`src/design/hwmon_pkg.sv`:
```
package hwmon_pkg;
  // Channel count and bus widths
  localparam int NUM_CH = 11;
  localparam int ADDR_W = 12;
  localparam int DATA_W = 32;
  // Register indices; byte address is four times the index
  localparam logic [7:0] IDX_BANK = 8'h4e;
  localparam logic [7:0] IDX_STATUS_FIRST = 8'h59;
  localparam logic [7:0] IDX_STATUS_SECOND = 8'h5a;
  localparam logic [7:0] IDX_EVENT = 8'h5b;
  localparam logic [7:0] IDX_MASK = 8'h5c;
  // Bank holding the status registers
  localparam logic [2:0] STATUS_BANK = 3'h4;
  // Reset values
  localparam logic [7:0] BANK_RESET = 8'h00;
  localparam logic [7:0] STATUS_RESET = 8'h00;
  localparam logic [10:0] EVENT_RESET = 11'h000;
  localparam logic [10:0] MASK_RESET = 11'h000;
  // Channel positions in the alarm vector
  localparam int CH_VCORE = 0;
  localparam int CH_P3V3 = 1;
  localparam int CH_P5V = 2;
  localparam int CH_TEMP2 = 3;
  localparam int CH_TEMP1 = 4;
  localparam int CH_FAN1 = 5;
  localparam int CH_FAN2 = 6;
  localparam int CH_P12V = 7;
  localparam int CH_M12V = 8;
  localparam int CH_M5V = 9;
  localparam int CH_FAN3 = 10;
  // Bit positions in the first status register
  localparam int FIRST_FAN2 = 7;
  localparam int FIRST_FAN1 = 6;
  localparam int FIRST_TEMP1 = 5;
  localparam int FIRST_TEMP2 = 4;
  localparam int FIRST_P5V = 3;
  localparam int FIRST_P3V3 = 2;
  localparam int FIRST_RSVD = 1;
  localparam int FIRST_VCORE = 0;
  // Bit positions in the second status register
  localparam int SECOND_FAN3 = 3;
  localparam int SECOND_M5V = 2;
  localparam int SECOND_M12V = 1;
  localparam int SECOND_P12V = 0;
  typedef enum logic [2:0] {
    APB_IDLE = 3'b001,
    APB_ACCESS = 3'b010,
    APB_DONE = 3'b100
  } apb_state_t;
endpackage

```
`src/design/alarm_if.sv`:
```
`timescale 1ns/1ps
interface alarm_if #(parameter int NUM = 11);
  logic [NUM-1:0] exceed;
  logic [NUM-1:0] measure;
  logic clear;
  logic [NUM-1:0] level;
  modport tracker (input exceed, input measure, input clear, output level);
  modport owner (output exceed, output measure, output clear, input level);
endinterface

```
`src/design/alarm_tracker.sv`:
```
`timescale 1ns/1ps
module alarm_tracker #(
  parameter int NUM = 11
) (
  input wire logic pclk,
  input wire logic presetn,
  alarm_if.tracker alarms
);
  import hwmon_pkg::*;

  genvar i;
  generate
    for (i = 0; i < NUM; i++) begin : g_ch
      logic level_reg;
      logic level_next;
      always_comb begin
        level_next = level_reg;
        if (alarms.clear) begin
          level_next = 1'b0;
        end else if (alarms.measure[i]) begin
          level_next = alarms.exceed[i];
        end
      end
      always_ff @(posedge pclk or negedge presetn) begin
        if (!presetn) begin
          level_reg <= 1'b0;
        end else begin
          level_reg <= level_next;
        end
      end
      assign alarms.level[i] = level_reg;
    end
  endgenerate
endmodule

```
`src/design/hw_monitor_realtime_status.sv`:
```
// Register access over APB is this design's own decision.
`timescale 1ns/1ps
// Overview of operation
// - First status bit 7 shows whether the second fan count is over its limit.
// - First status bit 6 shows whether the first fan count is over its limit.
// - First status bit 5 shows whether the first temperature reading is over its limit.
// - First status bit 4 shows whether the second temperature reading is over its limit.
// - First status bit 3 shows whether the +5V supply is outside its limit.
// - First status bit 2 shows whether the +3.3V supply is outside its limit.
// - First status bit 0 shows whether the core supply is outside its limit; bit 1 reads zero.
// - Second status bit 3 shows whether the third fan count is over its limit.
// - Second status bit 2 shows whether the -5V supply is outside its limit.
// - Second status bit 1 shows whether the -12V supply is outside its limit.
// - Second status bit 0 shows whether the +12V supply is outside its limit; bits 7 to 4 read zero.
// - The read-only second status register at index 5ah of bank 4 is zero at reset and after master reset.
// - The read-only first status register at index 59h of bank 4 is zero at reset and after master reset.
module hw_monitor_realtime_status #(
  parameter int NUM = hwmon_pkg::NUM_CH
) (
  input wire logic pclk,
  input wire logic presetn,
  input wire logic [hwmon_pkg::ADDR_W-1:0] paddr,
  input wire logic psel,
  input wire logic penable,
  input wire logic pwrite,
  input wire logic [hwmon_pkg::DATA_W-1:0] pwdata,
  output logic [hwmon_pkg::DATA_W-1:0] prdata,
  output logic pready,
  output logic pslverr,
  input wire logic [NUM-1:0] channel_over_limit,
  input wire logic [NUM-1:0] channel_measured,
  input wire logic master_reset,
  output logic irq
);
  import hwmon_pkg::*;

  // Register index of an aligned in-range address
  function automatic logic [7:0] reg_index(input logic [ADDR_W-1:0] a);
    return a[9:2];
  endfunction

  // True when the address names the given register
  function automatic logic addr_hit(input logic [ADDR_W-1:0] a, input logic [7:0] idx);
    return (a[1:0] == 2'h0) && (a[ADDR_W-1:10] == '0) && (reg_index(a) == idx);
  endfunction

  alarm_if #(.NUM(NUM)) alarms ();

  alarm_tracker #(.NUM(NUM)) u_tracker (
    .pclk(pclk),
    .presetn(presetn),
    .alarms(alarms)
  );

  // Compare results feed the tracker
  assign alarms.exceed = channel_over_limit;
  assign alarms.measure = channel_measured;
  assign alarms.clear = master_reset;

  // Named views of the tracked channels
  logic first_blower_speed_alarm;
  logic second_blower_speed_alarm;
  logic third_blower_speed_alarm;
  logic first_thermal_alarm;
  logic second_thermal_alarm;
  logic plus_five_supply_alarm;
  logic plus_three_supply_alarm;
  logic cpu_core_supply_alarm;
  logic plus_twelve_supply_alarm;
  logic minus_twelve_supply_alarm;
  logic minus_five_supply_alarm;
  logic [7:0] limit_status_first;
  logic [7:0] limit_status_second;

  assign second_blower_speed_alarm = alarms.level[CH_FAN2];
  assign first_blower_speed_alarm = alarms.level[CH_FAN1];
  assign first_thermal_alarm = alarms.level[CH_TEMP1];
  assign second_thermal_alarm = alarms.level[CH_TEMP2];
  assign plus_five_supply_alarm = alarms.level[CH_P5V];
  assign plus_three_supply_alarm = alarms.level[CH_P3V3];
  assign cpu_core_supply_alarm = alarms.level[CH_VCORE];
  assign third_blower_speed_alarm = alarms.level[CH_FAN3];
  assign minus_five_supply_alarm = alarms.level[CH_M5V];
  assign minus_twelve_supply_alarm = alarms.level[CH_M12V];
  assign plus_twelve_supply_alarm = alarms.level[CH_P12V];

  // Status register images
  always_comb begin
    limit_status_first = STATUS_RESET;
    limit_status_first[FIRST_FAN2] = second_blower_speed_alarm;
    limit_status_first[FIRST_FAN1] = first_blower_speed_alarm;
    limit_status_first[FIRST_TEMP1] = first_thermal_alarm;
    limit_status_first[FIRST_TEMP2] = second_thermal_alarm;
    limit_status_first[FIRST_P5V] = plus_five_supply_alarm;
    limit_status_first[FIRST_P3V3] = plus_three_supply_alarm;
    limit_status_first[FIRST_VCORE] = cpu_core_supply_alarm;
    limit_status_second = STATUS_RESET;
    limit_status_second[SECOND_FAN3] = third_blower_speed_alarm;
    limit_status_second[SECOND_M5V] = minus_five_supply_alarm;
    limit_status_second[SECOND_M12V] = minus_twelve_supply_alarm;
    limit_status_second[SECOND_P12V] = plus_twelve_supply_alarm;
  end

  // APB handshake
  apb_state_t state_reg;
  apb_state_t state_next;
  logic pready_reg;
  logic pready_next;
  logic pslverr_reg;
  logic pslverr_next;
  logic [DATA_W-1:0] prdata_reg;
  logic [DATA_W-1:0] prdata_next;

  // Software registers
  logic [7:0] bank_reg;
  logic [7:0] bank_next;
  logic [NUM-1:0] event_reg;
  logic [NUM-1:0] event_next;
  logic [NUM-1:0] mask_reg;
  logic [NUM-1:0] mask_next;
  logic [NUM-1:0] level_prev_reg;
  logic irq_reg;
  logic irq_next;

  logic in_status_bank;
  logic access;
  logic commit;
  logic wr_commit;
  logic known_addr;
  logic ro_addr;
  logic [NUM-1:0] rise;
  logic [NUM-1:0] clr;

  assign in_status_bank = (bank_reg[2:0] == STATUS_BANK);
  assign access = psel && penable;
  assign commit = access && pready_reg;
  assign wr_commit = commit && pwrite && !pslverr_reg;
  assign rise = alarms.level & ~level_prev_reg;

  always_comb begin
    ro_addr = in_status_bank &&
      (addr_hit(paddr, IDX_STATUS_FIRST) || addr_hit(paddr, IDX_STATUS_SECOND));
    known_addr = ro_addr || addr_hit(paddr, IDX_BANK) ||
      addr_hit(paddr, IDX_EVENT) || addr_hit(paddr, IDX_MASK);
  end

  // Handshake and read data
  always_comb begin
    state_next = state_reg;
    pready_next = 1'b0;
    pslverr_next = 1'b0;
    prdata_next = prdata_reg;
    case (state_reg)
      APB_IDLE: begin
        if (psel && !penable) begin
          state_next = APB_ACCESS;
        end
      end
      APB_ACCESS: begin
        if (access) begin
          state_next = APB_DONE;
          pready_next = 1'b1;
          pslverr_next = !known_addr || (pwrite && ro_addr);
          prdata_next = '0;
          if (!pwrite) begin
            if (in_status_bank && addr_hit(paddr, IDX_STATUS_FIRST)) begin
              prdata_next[7:0] = limit_status_first;
            end else if (in_status_bank && addr_hit(paddr, IDX_STATUS_SECOND)) begin
              prdata_next[7:0] = limit_status_second;
            end else if (addr_hit(paddr, IDX_BANK)) begin
              prdata_next[7:0] = bank_reg;
            end else if (addr_hit(paddr, IDX_EVENT)) begin
              prdata_next[NUM-1:0] = event_reg;
            end else if (addr_hit(paddr, IDX_MASK)) begin
              prdata_next[NUM-1:0] = mask_reg;
            end
          end
        end else if (!psel) begin
          state_next = APB_IDLE;
        end
      end
      APB_DONE: begin
        state_next = APB_IDLE;
      end
      default: begin
        state_next = APB_IDLE;
      end
    endcase
  end

  always_ff @(posedge pclk or negedge presetn) begin
    if (!presetn) begin
      state_reg <= APB_IDLE;
      pready_reg <= 1'b0;
      pslverr_reg <= 1'b0;
      prdata_reg <= '0;
    end else begin
      state_reg <= state_next;
      pready_reg <= pready_next;
      pslverr_reg <= pslverr_next;
      prdata_reg <= prdata_next;
    end
  end

  // Bank, mask and sticky events
  always_comb begin
    bank_next = bank_reg;
    mask_next = mask_reg;
    clr = '0;
    if (wr_commit && addr_hit(paddr, IDX_BANK)) begin
      bank_next = pwdata[7:0];
    end
    if (wr_commit && addr_hit(paddr, IDX_MASK)) begin
      mask_next = pwdata[NUM-1:0];
    end
    if (wr_commit && addr_hit(paddr, IDX_EVENT)) begin
      clr = pwdata[NUM-1:0];
    end
    event_next = (event_reg & ~clr) | rise;
    irq_next = |(event_next & mask_next);
  end

  always_ff @(posedge pclk or negedge presetn) begin
    if (!presetn) begin
      bank_reg <= BANK_RESET;
      mask_reg <= MASK_RESET;
      event_reg <= EVENT_RESET;
      level_prev_reg <= '0;
      irq_reg <= 1'b0;
    end else begin
      bank_reg <= bank_next;
      mask_reg <= mask_next;
      event_reg <= event_next;
      level_prev_reg <= alarms.level;
      irq_reg <= irq_next;
    end
  end

  assign prdata = prdata_reg;
  assign pready = pready_reg;
  assign pslverr = pslverr_reg;
  assign irq = irq_reg;
endmodule

```
`config.mk`:
```
export PLATFORM = sky130hd
export DESIGN_NAME = hw_monitor_realtime_status
export DESIGN_NICKNAME = d
export VERILOG_FILES = /design/src/design/hwmon_pkg.sv /design/src/design/alarm_if.sv /design/src/design/alarm_tracker.sv /design/src/design/hw_monitor_realtime_status.sv
export SDC_FILE = /design/constraint.sdc
export NUM_CORES = 1
export LEC_CHECK = 0
export CORE_AREA = 10 10 108 110
export CTS_CLUSTER_DIAMETER = 200
export DETAILED_ROUTE_END_ITERATION = 12
export DIE_AREA = 0 0 118 120
export DONT_BUFFER_PORTS = 1
export PLACE_DENSITY_LB_ADDON = 0.05
export SLEW_MARGIN = 5
export SYNTH_ARGS = -nofsm -noshare
export SYNTH_HDL_FRONTEND = slang
export SYNTH_SLANG_ARGS = --single-unit
```
`constraint.sdc`:
```
create_clock -name pclk -period 2.5 [get_ports pclk]
set_input_delay 0.5 -clock pclk [delete_from_list [all_inputs] [get_ports pclk]]
set_output_delay 0.5 -clock pclk [all_outputs]
set_load 0.005 [all_outputs]
```
==> results.toml <==
[synth]
synth.distinct_cells = 43
yosysSeqAreaShare_pct = 53.2
async_flop_share_pct = 100
ys.flop_type = "dfrtp_1"
ys_ff_latch = 69
synth.cell_area_um2 = 3250
syn_avg_cell_area_um2 = 10.8
yosys_warnings = 0
synth_edf_count = 0
syn_inst = 302

[die]
die_h_um = 120
die_w_um = 118
io_pins = 107
die-area_um2 = 14200
core_area_um2 = 9550
initial_core_util_pct = 34.0
rows = 36

[critical_path]
r2r-end = "irq"
reg2reg_depth = 6
reg2reg_slack_ps = 300
cp.required_ps = 2700
path_max_fanout = 10
crit_path_end_kind = "flop"
r2r_start = "pslverr"
crit_arrival_ps = 2400
startpoint_type = "flop"
criticalPathCategory = "flop to flop"

[routing]
highest_layer = "met4"
ant_nets = 0
dr.first_iter.drc_count = 113
viasPerCell = 4.99
wl_met3_um = 846
wl_um = 9060
routedWlPerCell_um = 20.0
drt_pass1_iterations = 4
route.met2.wl_um = 3710
drc = 0
route.vias.total = 2264
met1_length_um = 4370

[sta]
tns_ps = 0
fmax_ghz = 0.455
hold_viol_final = 0
post-route-min-period_ps = 2200
rsz0062_at_grt = "no"
fin_ws_ps = 300
finalClockSkew_ps = 10.2
worst_pin_slew_ps = 531
maxSlewViolCount = 0
finalCritPeriodShare_pct = 88.0
relSlewSlack_pct = 64.6
setup_viol = 0

[layout]
antennaDiodeCount = 0
areaGrowthSynthToFinish_pct = 12.6
finish.net_count = 388
post-route-util_pct = 38.3
drive_gt1_share_pct = 16.8
fin_cells = 454
fill_cells = 985

[power_and_ir_drop]
irDropWorstVdd_uv = 243
power_density_nw_per_um2 = 621
p_leak_nw = 1.76

[global_route]
first_global_vias = 2462
overflow = 0
track_usage_pct = 13.3
grt_pass1_wl_um = 14600
antenna_found_initial = 0
grt_max_degree = 70

[place]
portBuffers = 0
hpwl_um = 6730
dp_cells = 437
gp_congestion = 0.782
dp_slack_ps = 2.21

[job]
cap_violations = 0

[clock_network]
post_cts_buffers = 0
clock_sinks = 69
root_buffer = "clkbuf_8"
clk_pin_slew_ps = 80
clkLatencyLatePin_ps = 350
cts.htree.levels = 3
holdBufCountCts = 1
tritoncts = "built"
numCtsBuffers = 9
ctsResizeCount = 0
cts.path.max_buffers = 2

[outcome]
status = "finished clean"

[worst_hold_path]
holdCritPathClass = "primary input to asynchronous set/reset pin"
report_power, final:
group / total (mW) / internal [mW] / switching (mW) / leakage, nW
clock: 1.03 / 0.587 / 0.446 / 0.112
combinational: 0.0819 / 0.0299 / 0.0520 / 0.757
sequential: 1.15 / 1.14 / 0.0162 / 0.887
through the flow:
stage	total power [mW]	hold WS, ps	area (µm²)
6_report	2.27	28.7	3660
4_1_cts	2.31	30.6	3660
5_1_grt	2.38	30.0	3660
2_1_floorplan	1.24	204	3320
3_3_place_gp	1.23	208	3400
3_5_place_dp	1.23	208	3400
routing by layer:
metal	vias up	global-route usage, %
met5	-	0
met4	0	4.64
met3	10	6.14
met2	77	17.9
met1	1098	18.1
li1	1079	-
cell usage after synthesis, types with 2 or more instances:
library cell	n	share of area, %
nand4_2	2	0.77
or2_2	5	0.96
nand2_1	26	3.0
mux2i_1	11	3.4
inv_1	19	2.2
o31ai_1	15	3.5
o22ai_1	3	0.58
a222oi_1	9	2.8
and4_1	2	0.54
clkbuf_1	8	0.92
nand2b_1	2	0.39
o2bb2a_1	2	0.62
buf_2	3	0.46
a21oi_1	5	0.77
and3_1	2	0.39
and2_1	2	0.39
o21ai_0	21	3.2
buf_4	22	5.1
a31oi_1	4	0.77
nor2_1	12	1.4
a22oi_1	5	1.2
or3_1	2	0.39
dfrtp_1	68	52
a21o_1	4	0.92
mux2_2	8	2.8
o2bb2a_4	2	1.2
nor2b_1	12	2.3
a2111oi_1	2	0.62
nand3_1	10	1.5
how the worst max path moves through the flow:
stage,start,end,slack (ps),depth (start not counted)
after global placement,paddr[1],irq,7,7
final,pslverr,irq,300,6
after floorplan,paddr[1],irq,370,7
after detailed placement,paddr[1],irq,2,7
after global routing,pslverr,irq,130,6
after CTS,pslverr,irq,250,6
critical path: stages (launching register included):
cell and delay [ps]:
dfrtp_1 410, and4b_1 290, and2_1 390, a31oi_1 180, o2bb2a_4 240, a2111oi_1 420, nand3_1 130
cell families (layout without fill, tap and decap cells):
group	after synthesis	count (layout)	share of synthesized area, %
mux	19	19	6.16
simple gates	88	88	15.5
flops	69	69	53.2
compound gates	73	73	16.4
other cells	1	21	0.115
buf+inv	52	51	8.67
cell type report:
cell class,count,area [µm²],area share [%]
flip-flops and latches,69,1730,47.3
multi-input cells,201,1310,35.9
well taps,133,166,4.55
repair buffers,16,153,4.18
clock buffers,10,138,3.76
clock inverters,6,86.3,2.36
inverters,19,71.3,1.95
layout by cell type (no fill, tap or decap), types with 10 or more instances in the layout:
master,count
buf_4,14
clkbuf_8,10
conb_1,21
dfrtp_1,68
inv_1,19
mux2i_1,11
nand2_1,26
nand3_1,10
nor2_1,12
nor2b_1,12
o21ai_0,21
o31ai_1,15
(Power assumes the default switching activity.)
